`src/charger_cfg.svh`:
```
`ifndef CHARGER_CFG_SVH
`define CHARGER_CFG_SVH

// ----------------------------------------------------------------
// Register indices and field positions
// ----------------------------------------------------------------
`define CHG_REG_CTRL 3'h0
`define CHG_REG_LIMITS 3'h1
`define CHG_REG_FLOAT 3'h2
`define CHG_REG_CURRENT 3'h4
`define CHG_TMR_RESET_BIT 7
`define CHG_INLIM_MSB 7
`define CHG_INLIM_LSB 6
`define CHG_WEAK_MSB 5
`define CHG_WEAK_LSB 4
`define CHG_TE_BIT 3
`define CHG_FLOAT_MSB 7
`define CHG_FLOAT_LSB 2
`define CHG_ICHG_MSB 6
`define CHG_ICHG_LSB 3
`define CHG_TERMINATION_CURRENT_MSB 2
`define CHG_TERMINATION_CURRENT_LSB 0

// ----------------------------------------------------------------
// Reset values
// ----------------------------------------------------------------
`define CHG_REG1_RST 8'h08
`define CHG_REG2_RST 8'h00
`define CHG_REG4_RST 8'h00

// ----------------------------------------------------------------
// Analog set points
// ----------------------------------------------------------------
`define CHG_FLOAT_BASE_MV 13'h0DAC
`define CHG_FLOAT_STEP_MV 13'h0014
`define CHG_FLOAT_SAT_CODE 6'h2F
`define CHG_PTEST_MV 13'h1068
`define CHG_PTEST_MA 12'h8FC

// ----------------------------------------------------------------
// Timing
// ----------------------------------------------------------------
`define CHG_CLK_HZ 10000000
`define CHG_TICK_TIME_S 1
`define CHG_WD_TIME_S 32
`define CHG_SAFETY_TIME_S 900
`define CHG_RAMP_STEP_US 10
`define CHG_RAMP_STEP_CYCLES ((`CHG_RAMP_STEP_US * `CHG_CLK_HZ) / 1000000)

`endif

```
`src/charger_pkg.sv`:
```
package charger_pkg;
  typedef enum logic [3:0] {
    ST_IDLE, ST_HIZ, ST_PTEST, ST_BOOST, ST_PRE, ST_CC, ST_CV, ST_DONE, ST_FAULT
  } chg_state_e;
  typedef logic [7:0] reg_byte_t;
endpackage

```
`src/timer_if.sv`:
```
`timescale 1ns/1ps
`default_nettype none
interface timer_if;
  logic wrPulse;
  logic tmrReset;
  logic chargeActive;
  logic wdRunning;
  logic wdExpired;
  logic safetyExpired;
  modport ctrl(output wrPulse, output tmrReset, output chargeActive,
               input wdRunning, input wdExpired, input safetyExpired);
  modport tmr(input wrPulse, input tmrReset, input chargeActive,
              output wdRunning, output wdExpired, output safetyExpired);
endinterface
`default_nettype wire

```
`src/charger_mode_control.sv`:
```
`timescale 1ns/1ps
`default_nettype none
`include "charger_cfg.svh"
module charger_mode_control
  import charger_pkg::*;
#(
  parameter bit AUTO_CHARGE = 1'b1,
  parameter int unsigned TICK_CYCLES = `CHG_TICK_TIME_S * `CHG_CLK_HZ,
  parameter int unsigned RAMP_CYCLES = `CHG_RAMP_STEP_CYCLES
) (
  input wire logic ref_clk,
  input wire logic rst,
  input wire logic regWrite,
  input wire logic [2:0] regAddr,
  input wire logic [7:0] regWrData,
  output logic [7:0] regRdData,
  input wire logic porPulse,
  input wire logic disable_input,
  input wire logic chargeInhibit,
  input wire logic high_impedance_request,
  input wire logic prodTestRequest,
  input wire logic boostRequest,
  input wire logic batBelowShort,
  input wire logic batBelowPathExit,
  input wire logic batBelowWeak,
  input wire logic batBelowRecharge,
  input wire logic batAtFloat,
  input wire logic currentAtTerm,
  input wire logic junctionHot,
  input wire logic vbusNearFloor,
  input wire logic systemRailLow,
  output logic chargerOn,
  output logic boostOn,
  output logic pathBlocked,
  output logic linearSource,
  output logic pwmOn,
  output logic [3:0] chargeCurrentStep,
  output logic thermalReduce,
  output logic inputFoldback,
  output logic linearCurrentDown,
  output logic [12:0] float_voltage,
  output logic [11:0] testLoadLimitMa,
  output logic [1:0] input_current_limit_code,
  output logic [1:0] weak_battery_threshold,
  output logic [2:0] termination_current,
  output logic termination_enable,
  output logic chargeDone,
  output logic timerFault
);
  if (RAMP_CYCLES < 1 || RAMP_CYCLES > 65535) begin : g_bad_ramp
    $error("RAMP_CYCLES out of range");
  end

  // ----------------------------------------------------------------
  // Parameter registers
  // ----------------------------------------------------------------
  reg_byte_t reg1_r, reg2_r, reg4_r;
  timer_if tif();

  charge_timers #(.TICK_CYCLES(TICK_CYCLES)) timers (
    .ref_clk(ref_clk),
    .rst(rst),
    .tif(tif)
  );

  function automatic logic [12:0] floatMv(input logic [5:0] code);
    logic [5:0] sat;
    sat = (code > `CHG_FLOAT_SAT_CODE) ? `CHG_FLOAT_SAT_CODE : code;
    return `CHG_FLOAT_BASE_MV + 13'(sat) * `CHG_FLOAT_STEP_MV;
  endfunction

  assign tif.wrPulse = regWrite;
  assign tif.tmrReset = regWrite && regAddr == `CHG_REG_CTRL && regWrData[`CHG_TMR_RESET_BIT];

  // Watchdog expiry returns the parameters to their defaults.
  always_ff @(posedge ref_clk or posedge rst) begin
    if (rst) begin
      reg1_r <= `CHG_REG1_RST;
      reg2_r <= `CHG_REG2_RST;
      reg4_r <= `CHG_REG4_RST;
    end else if (tif.wdExpired) begin
      reg1_r <= `CHG_REG1_RST;
      reg2_r <= `CHG_REG2_RST;
      reg4_r <= `CHG_REG4_RST;
    end else if (regWrite) begin
      if (regAddr == `CHG_REG_LIMITS) reg1_r <= regWrData;
      else if (regAddr == `CHG_REG_FLOAT) reg2_r <= regWrData;
      else if (regAddr == `CHG_REG_CURRENT) reg4_r <= regWrData;
    end
  end

  always_ff @(posedge ref_clk or posedge rst) begin
    if (rst) regRdData <= 8'h00;
    else if (regAddr == `CHG_REG_LIMITS) regRdData <= reg1_r;
    else if (regAddr == `CHG_REG_FLOAT) regRdData <= reg2_r;
    else if (regAddr == `CHG_REG_CURRENT) regRdData <= reg4_r;
    else regRdData <= 8'h00;
  end

  // ----------------------------------------------------------------
  // Mode and charge phase sequencing
  // ----------------------------------------------------------------
  chg_state_e state_r;
  logic enableOk, startReq, charging;
  logic [3:0] chgCode;

  assign chgCode = reg4_r[`CHG_ICHG_MSB:`CHG_ICHG_LSB];
  assign enableOk = !disable_input && !chargeInhibit && !high_impedance_request;
  assign startReq = enableOk && ((state_r == ST_DONE && batBelowRecharge)
                    || regWrite
                    || tif.wdExpired
                    || (AUTO_CHARGE && porPulse && batBelowWeak));
  assign charging = state_r == ST_PRE || state_r == ST_CC || state_r == ST_CV;
  assign tif.chargeActive = charging;

  always_ff @(posedge ref_clk or posedge rst) begin
    if (rst) state_r <= ST_IDLE;
    else if (high_impedance_request) state_r <= ST_HIZ;
    else if (prodTestRequest) state_r <= ST_PTEST;
    else if (boostRequest) state_r <= ST_BOOST;
    else if (!enableOk) state_r <= ST_IDLE;
    else if (startReq) state_r <= ST_PRE;
    else begin
      case (state_r)
        ST_HIZ, ST_PTEST, ST_BOOST: state_r <= ST_IDLE;
        ST_PRE: if (!batBelowShort) state_r <= ST_CC;
        ST_CC: if (tif.safetyExpired) state_r <= ST_FAULT;
          else if (batAtFloat) state_r <= ST_CV;
        ST_CV: if (tif.safetyExpired) state_r <= ST_FAULT;
          else if (reg1_r[`CHG_TE_BIT] && currentAtTerm) state_r <= ST_DONE;
        default: state_r <= state_r;
      endcase
    end
  end

  // ----------------------------------------------------------------
  // Current ramp and thermal fold-back
  // ----------------------------------------------------------------
  logic [15:0] rampCnt_r;
  logic [3:0] level_r;
  logic stepNow;

  // The ramp steps slowly so the current loop never overshoots on start.
  assign stepNow = rampCnt_r == 16'(RAMP_CYCLES - 1);

  always_ff @(posedge ref_clk or posedge rst) begin
    if (rst) rampCnt_r <= 16'h0;
    else if (state_r != ST_CC && state_r != ST_CV) rampCnt_r <= 16'h0;
    else if (stepNow) rampCnt_r <= 16'h0;
    else rampCnt_r <= rampCnt_r + 16'h1;
  end

  always_ff @(posedge ref_clk or posedge rst) begin
    if (rst) level_r <= 4'h0;
    else if (state_r != ST_CC && state_r != ST_CV) level_r <= 4'h0;
    else if (stepNow && junctionHot && level_r != 4'h0) level_r <= level_r - 4'h1;
    else if (stepNow && !junctionHot && level_r < chgCode) level_r <= level_r + 4'h1;
    else if (level_r > chgCode) level_r <= chgCode;
  end

  // ----------------------------------------------------------------
  // Registered outputs
  // ----------------------------------------------------------------
  always_ff @(posedge ref_clk or posedge rst) begin
    if (rst) begin
      chargerOn <= 1'b0;
      boostOn <= 1'b0;
      pathBlocked <= 1'b0;
      linearSource <= 1'b0;
      pwmOn <= 1'b0;
      chargeDone <= 1'b0;
      timerFault <= 1'b0;
    end else begin
      chargerOn <= charging || state_r == ST_PTEST;
      boostOn <= state_r == ST_BOOST;
      pathBlocked <= state_r == ST_HIZ;
      linearSource <= state_r == ST_PRE || (charging && batBelowPathExit);
      pwmOn <= state_r == ST_CC || state_r == ST_CV || state_r == ST_PTEST;
      chargeDone <= state_r == ST_DONE;
      timerFault <= state_r == ST_FAULT;
    end
  end

  always_ff @(posedge ref_clk or posedge rst) begin
    if (rst) begin
      chargeCurrentStep <= 4'h0;
      thermalReduce <= 1'b0;
      inputFoldback <= 1'b0;
      linearCurrentDown <= 1'b0;
    end else begin
      chargeCurrentStep <= level_r;
      thermalReduce <= charging && junctionHot;
      inputFoldback <= charging && vbusNearFloor;
      linearCurrentDown <= charging && batBelowPathExit && systemRailLow;
    end
  end

  // Production test overrides the programmed float voltage.
  always_ff @(posedge ref_clk or posedge rst) begin
    if (rst) begin
      float_voltage <= `CHG_FLOAT_BASE_MV;
      testLoadLimitMa <= 12'h000;
      input_current_limit_code <= 2'h0;
      weak_battery_threshold <= 2'h0;
      termination_current <= 3'h0;
      termination_enable <= 1'b0;
    end else begin
      float_voltage <= (state_r == ST_PTEST) ? `CHG_PTEST_MV
                       : floatMv(reg2_r[`CHG_FLOAT_MSB:`CHG_FLOAT_LSB]);
      testLoadLimitMa <= (state_r == ST_PTEST) ? `CHG_PTEST_MA : 12'h000;
      input_current_limit_code <= reg1_r[`CHG_INLIM_MSB:`CHG_INLIM_LSB];
      weak_battery_threshold <= reg1_r[`CHG_WEAK_MSB:`CHG_WEAK_LSB];
      termination_current <= reg4_r[`CHG_TERMINATION_CURRENT_MSB:`CHG_TERMINATION_CURRENT_LSB];
      termination_enable <= reg1_r[`CHG_TE_BIT];
    end
  end
endmodule // charger_mode_control
`default_nettype wire

```
`src/charge_timers.sv`:
```
`timescale 1ns/1ps
`default_nettype none
`include "charger_cfg.svh"
module charge_timers #(
  parameter int unsigned TICK_CYCLES = `CHG_TICK_TIME_S * `CHG_CLK_HZ
) (
  input wire logic ref_clk,
  input wire logic rst,
  timer_if.tmr tif
);
  if (TICK_CYCLES < 1) begin : g_bad_tick
    $error("TICK_CYCLES must be at least one");
  end

  logic [31:0] tick_r;
  logic [5:0] wdSec_r;
  logic [9:0] safeSec_r;
  logic running_r;
  logic safeEn;
  logic tick;

  assign tick = (tick_r == 32'(TICK_CYCLES - 1));
  assign safeEn = tif.chargeActive && !running_r;

  always_ff @(posedge ref_clk or posedge rst) begin
    if (rst) tick_r <= 32'h0;
    else if (tif.wrPulse || tick) tick_r <= 32'h0;
    else tick_r <= tick_r + 32'h1;
  end

  // Host watchdog: any write starts it, the reset bit restarts it.
  always_ff @(posedge ref_clk or posedge rst) begin
    if (rst) begin
      running_r <= 1'b0;
      wdSec_r <= 6'h0;
    end else if (tif.wrPulse || tif.tmrReset) begin
      running_r <= 1'b1;
      wdSec_r <= 6'h0;
    end else if (running_r && tick) begin
      if (wdSec_r == 6'(`CHG_WD_TIME_S - 1)) running_r <= 1'b0;
      wdSec_r <= wdSec_r + 6'h1;
    end
  end

  // Unattended timer runs only while charging without the host watchdog.
  always_ff @(posedge ref_clk or posedge rst) begin
    if (rst) safeSec_r <= 10'h0;
    else if (tif.wrPulse || !safeEn) safeSec_r <= 10'h0;
    else if (tick && safeSec_r != 10'(`CHG_SAFETY_TIME_S)) safeSec_r <= safeSec_r + 10'h1;
  end

  assign tif.wdRunning = running_r;
  assign tif.wdExpired = running_r && tick && wdSec_r == 6'(`CHG_WD_TIME_S - 1);
  assign tif.safetyExpired = safeSec_r == 10'(`CHG_SAFETY_TIME_S);
endmodule // charge_timers
`default_nettype wire

```
`config.mk`:
```
export PLATFORM = sky130hd
export DESIGN_NAME = charger_mode_control
export DESIGN_NICKNAME = d
export VERILOG_FILES = /design/src/charger_pkg.sv /design/src/timer_if.sv /design/src/charger_mode_control.sv /design/src/charge_timers.sv
export VERILOG_INCLUDE_DIRS = /design/src
export SDC_FILE = /design/constraint.sdc
export NUM_CORES = 1
export LEC_CHECK = 0
export BUFFER_PORTS_ARGS = -buffer_cell sky130_fd_sc_hd__buf_2
export CORE_MARGIN = 4
export CORE_UTILIZATION = 55
export DETAILED_ROUTE_END_ITERATION = 12
export MAX_ROUTING_LAYER = met4
export PLACE_DENSITY = 0.76
export SYNTH_ARGS = -nofsm -noshare
export SYNTH_HDL_FRONTEND = slang
export SYNTH_SLANG_ARGS = --single-unit
```
`constraint.sdc`:
```
create_clock -name ref_clk -period 6.9 [get_ports ref_clk]
set_input_delay 0.345 -clock ref_clk [delete_from_list [all_inputs] [get_ports ref_clk]]
set_output_delay 0.345 -clock ref_clk [all_outputs]
set_load 0.01 [all_outputs]
```
Word level (Yosys, flattened, before mapping):

Index checks and enable logic that the tools add are counted.

* add/subtract/negate cells: 7
* $mul: 1
* $lt $le $gt $ge: 3
* equality and inequality tests: 24
* multiplexer cells: 43
* reduce and logical (&&, ||, !) cells: 55

Operators by type and width (count)
* $mux 8: 15
* $mux 4: 14
* $add 32x1->32 const B: 1
* $eq 32x24->1 const B: 1
* $mux 16: 2
* $mux 32: 1
* $logic_and 1x1->1: 21
* $mux 10: 2
* $mux 6: 3
* $add 16x1->16 const B: 1
* $eq 16x7->1 const B: 1
* $eq 4x3->1 const B: 4
* $ne 8x8->1 const B: 2
* $pmux 4 s4: 1
* $reduce_bool 2->1: 7
* $add 12x11->13 const A: 1
* $mux 13: 1
* $logic_or 1x1->1: 12
* $mux 12: 1
* $add 10x1->10 const B: 1
* $eq 10x10->1 const B: 1
* $ne 10x10->1 const B: 1
* $mul 6x3->9 const B: 1
* $ne 9x4->1 const B: 1
* 24 further kinds: 37

* register bits after elaboration: 152
* logic and storage cells: 161

Longest topological paths before layout:

* depth in word-level cells: 11
* gate-level depth with buffers: 13

Modules after synthesis:

A second synthesis with hierarchy kept.

* cell total of the unflattened synthesis: 709
* area total of the unflattened synthesis: 7030.5 um2

By module, submodules not included
* charger_mode_control: instances 1, cells each 431, area an instance 4469.3 um2, sequential area each 2262.2 um2
* charge_timers: instances 1, cells each 278, area an instance 2561.2 um2, sequential area each 1226.2 um2

Worst setup path before layout:

OpenSTA, ideal clock, no wires.

* path type: register -> register
* start point: reg reg2_r[7]
* end point: reg float_voltage[10]
* library setup time: 0.079 ns
* data arrival time: 2.352 ns
* path slack: 4.469 ns
* cell stages (with the launch flop): 11
* period minus slack after synthesis: 2.431 ns
* cell sequence: dfrtp_1 -> clkbuf_1 -> a21o_1 -> ha_1 -> ha_1 -> inv_1 -> fa_1 -> xnor2_1 -> o311ai_0 -> nand3_1 -> o21ai_0

* longest elaborated chain between the ends: 5

RTL lines
* from (decl): line charger_mode_control.sv:57 `reg_byte_t reg1_r, reg2_r, reg4_r;`
* from (signal assigned): line charger_mode_control.sv:79 `` reg2_r <= `CHG_REG2_RST; ``
* from (signal assigned): line charger_mode_control.sv:83 `` reg2_r <= `CHG_REG2_RST; ``
* from (signal assigned): line charger_mode_control.sv:87 `` else if (regAddr == `CHG_REG_FLOAT) reg2_r <= regWrData; ``
* $gt 6x6->1 (no source line)
* $mux 6 *: line charger_mode_control.sv:68 `` sat = (code > `CHG_FLOAT_SAT_CODE) ? `CHG_FLOAT_SAT_CODE : code; ``
* $mul 6x3->9 (no source line) *
* $add 12x11->13 (no source line) *
* $mux 13 *: line charger_mode_control.sv:208 `` float_voltage <= (state_r == ST_PTEST) ? `CHG_PTEST_MV ``
* to (signal assigned): line charger_mode_control.sv:201 `` float_voltage <= `CHG_FLOAT_BASE_MV; ``
* to (signal assigned): line charger_mode_control.sv:208
* to (decl): line charger_mode_control.sv:41 `output logic [12:0] float_voltage,`

Mark *: on every way between the ends. The rest lies on a longest branch, timed or not.
A chain may end at the register's enable or synchronous reset.

Worst setup path after layout:

Ends and elaborated chain as after synthesis.

==> metrics.md <==
| Metric | Value |
|---|---|
| Resized cells post-CTS | 0 |
| PD cells | 304 nW/um^2 |
| Vias per std cell | 5.55 |
| Yosys cell types | 69 |
| Fmax achieved | 0.361 GHz |
| First-pass GRT wire length | 25.1 mm |
| Fin nets | 817 |
| Initial Utilization | 0.572 |
| Async SR Flop Fraction | 1.00 |
| Mapped Cells | 697 |
| Initial DRC count | 491 |
| Cts hold-fix bufs | 1 |
| YS warnings | 0 |
| Final worst path period share | 0.401 |
| Final ANT Viol Nets | 0 |
| Area post-placement | 7430 um^2 |
| Reg clk slew, reported paths | 0.06 ns |
| Sink Count | 139 |
| Initial antenna violation count | 0 |
| Vias in the first global route | 5213 |
| CTS Buffer Depth | 2 |
| Post-synthesis register bit count | 139 |
| RSZ-0062 raised after global routing | no |
| Crit start category | flop |
| Layout cells sized above 1 | 0.183 |
| Largest net degree at the start of global routing | 89 |
| Drt drc | 0 |
| Post-CTS setup buffers | 0 |
| Clock Power Share | 0.435 |
| CP required | 7.24 ns |
| Gr ovfl total | 0 |
| Final instance area | 8150 um^2 |
| Via Count | 5262 |
| Detailed Route WL | 14.7 mm |
| Final hold vios | 0 |
| Max_cap viols | 0 |
| Setup-failing EPs final | 0 |
| Cell Rows | 40 |
| I/O Buffers | 76 |
| Overall routing resource usage | 0.219 |
| Status | completed |
| Max Slew Vio Count | 0 |
| CTS Buf Count | 17 |
| Post-synthesis sequential area ratio | 0.499 |
| Diodes inserted | 0 |
| Core area | 12200 um^2 |
| CTS tree | yes |
| Layout filler cell count | 939 |
| Post-synth EDFFs | 0 |
| Clk_lat worst skew | 0.42 ns |
| Max FO, Critical Path | 10 |
| Syn_area_per_cell | 10.0 um^2 |
| Placer congestion estimate | 0.877 |
| H-tree Lvls | 4 |
| CTS Root Cell | clkbuf_16 |
| VDD IR max | 0.173 mV |
| Comb power frac | 0.175 |
| # IOs | 84 |
| Area Overhead vs Synth | 16.5% |
| NetSw | 0.000652 W |
| Lkg Pwr | 3.69 nW |
| Fin Hold WS | 0.146 ns |
| Least-Margin Pin Slew | 1.09 ns |
| P_int | 0.00182 W |
| Synth Cell Area | 6990 um^2 |
| DIE AREA | 14600 um^2 |
| Share of power burned in registers | 0.390 |
| Total design power | 0.00248 W |
| Fin crit period | 2.77 ns |
| Drt first pass iters | 5 |
| Min-delay worst type | input pin to flop |
| CP endpoint kind | flop |
| Top FF cell, synth | dfrtp_1 |
| Crit path kind | flop to flop |
| WL/cell | 15.5 um |
| Die span in x | 121 um |
| DP Wirelength | 10.1 mm |
| TNS Setup | 0 ns |
| Max-slew headroom | 0.273 |
| Critical Path AT | 3.11 ns |
| Clock skew | 0.0162 ns |
| Die H | 121 um |
| Switch share | 0.263 |
==> final timing paths <==
kind                                     from                      to  slack, ns  cells after the start
worst max-delay path                reg2_r[7]       float_voltage[10]       4.13                     10
worst min-delay path            systemRailLow       linearCurrentDown       0.15                      3
worst max register to register      reg2_r[7]       float_voltage[10]       4.13                     10
worst min register to register      reg4_r[2]  termination_current[2]       0.41                      0
max in group asynchronous                 rst       linearCurrentDown       4.96                      4
min in group asynchronous                 rst            rampCnt_r[4]       0.50                      3
==> cell usage after synthesis, types with 8 or more instances <==
| cell | number | area (um^2) |
|---|---|---|
| dfrtp_1 | 131 | 3280 |
| nor2_1 | 113 | 424 |
| nand2_1 | 43 | 161 |
| inv_1 | 32 | 120 |
| xor2_1 | 31 | 272 |
| xnor2_1 | 30 | 263 |
| mux2i_1 | 25 | 250 |
| nand3_1 | 24 | 120 |
| o21ai_0 | 24 | 120 |
| ha_1 | 20 | 250 |
| nand4_1 | 20 | 125 |
| a21oi_1 | 19 | 95.1 |
| nor3_1 | 18 | 90.1 |
| clkbuf_1 | 15 | 56.3 |
| and3_1 | 14 | 87.6 |
| buf_4 | 14 | 105 |
| a22oi_1 | 8 | 60.1 |
| dfstp_2 | 8 | 210 |
==> power by group through the flow <==
stage               logic (W)  clock network [W]  registers, W
floorplan            0.000290                  0      0.000991
global placement     0.000414                  0      0.000974
detailed placement   0.000433                  0      0.000978
CTS                  0.000437            0.00109      0.000964
global route         0.000495            0.00113      0.000974
finish               0.000434            0.00108      0.000965
==> logic make-up (layout without fill, tap and decap cells) <==
kind of cell             count (synthesis)  after routing  synth area share
AND/OR/NAND/NOR                        294            294             0.218
adder cells (fa/ha/maj)                 22             22            0.0401
flip-flops                             139            139             0.499
XOR/XNOR                                61             61            0.0764
multiplexers                            26             26            0.0374
other                                    1              7          0.000536
buffers and inverters                   69            146            0.0487
AO/OA/AOI/OAI                           85             85            0.0795
==> layout make-up <==
class                      instances  area, um^2  area share
sequential                       139        3490       0.428
inverter                          32         125      0.0154
clock inverter                    13         263      0.0323
tap                              168         210      0.0258
multi-input combinational        495        3190       0.391
clock buffer                      19         443      0.0544
timing repair buffer              82         428      0.0525
==> state kept, by name (all words and copies together) (netlist names), 2 cells and up <==
| register | flops |
|---|---|
| rampCnt_r | 16 |
| timers.wdSec_r | 6 |
| level_r | 4 |
| chargeCurrentStep | 4 |
| timers.tick_r | 32 |
| state_r | 4 |
| input_current_limit_code | 2 |
| termination_current | 3 |
| timers.safeSec_r | 10 |
| reg1_r | 8 |
| reg4_r | 8 |
| float_voltage | 11 |
| reg2_r | 8 |
| regRdData | 8 |
| weak_battery_threshold | 2 |
==> critical path, stage by stage, from the launching register on <==
cell and delay [ns]:
dfrtp_1 0.49, nand2_1 0.17, nand2b_1 0.10, ha_1 0.32, ha_1 0.31, a21o_1 0.18
a21oi_1 0.22, xnor2_1 0.14, o311ai_0 0.49, nand3_1 0.16, o21ai_0 0.11
==> layer usage <==
layer	global-route usage	vias to the layer above	routed length [um]
li1	-	2523	-
met1	0.285	2557	6570
met2	0.344	154	7200
met3	0.0505	28	706
met5	-	-	0
met4	0.0673	0	222
==> stage by stage <==
| stage | instances | worst slack, ns | util |
|---|---|---|---|
| finish | 948 | 4.13 | 0.667 |
| global route | 948 | 3.80 | 0.667 |
| CTS | 948 | 4.13 | 0.667 |
| floorplan | 703 | 2.84 | - |
| detailed placement | 915 | 4.16 | 0.609 |
| global placement | 915 | 4.26 | 0.609 |
==> placed cells by master, fill, tap and decap left out, types with 4 or more instances in the layout <==
master     instances
nor4_1             7
dfstp_2            8
nor2b_1            7
nand2_1           43
nor2_1           113
a21oi_1           19
buf_2             76
buf_4              5
or3_1              7
dfrtp_1          131
and3_1            14
mux2i_1           25
xor2_1            31
clkinv_4           4
clkbuf_16         17
bufinv_16          7
o21ai_0           24
nand4_1           20
nand2b_1           7
a21o_1             4
conb_1             7
nor3b_1            4
nor3_1            18
ha_1              20
and2_1             4
inv_1             31
xnor2_1           30
nand3_1           24
a22oi_1            8
(Power assumes the default switching activity.)
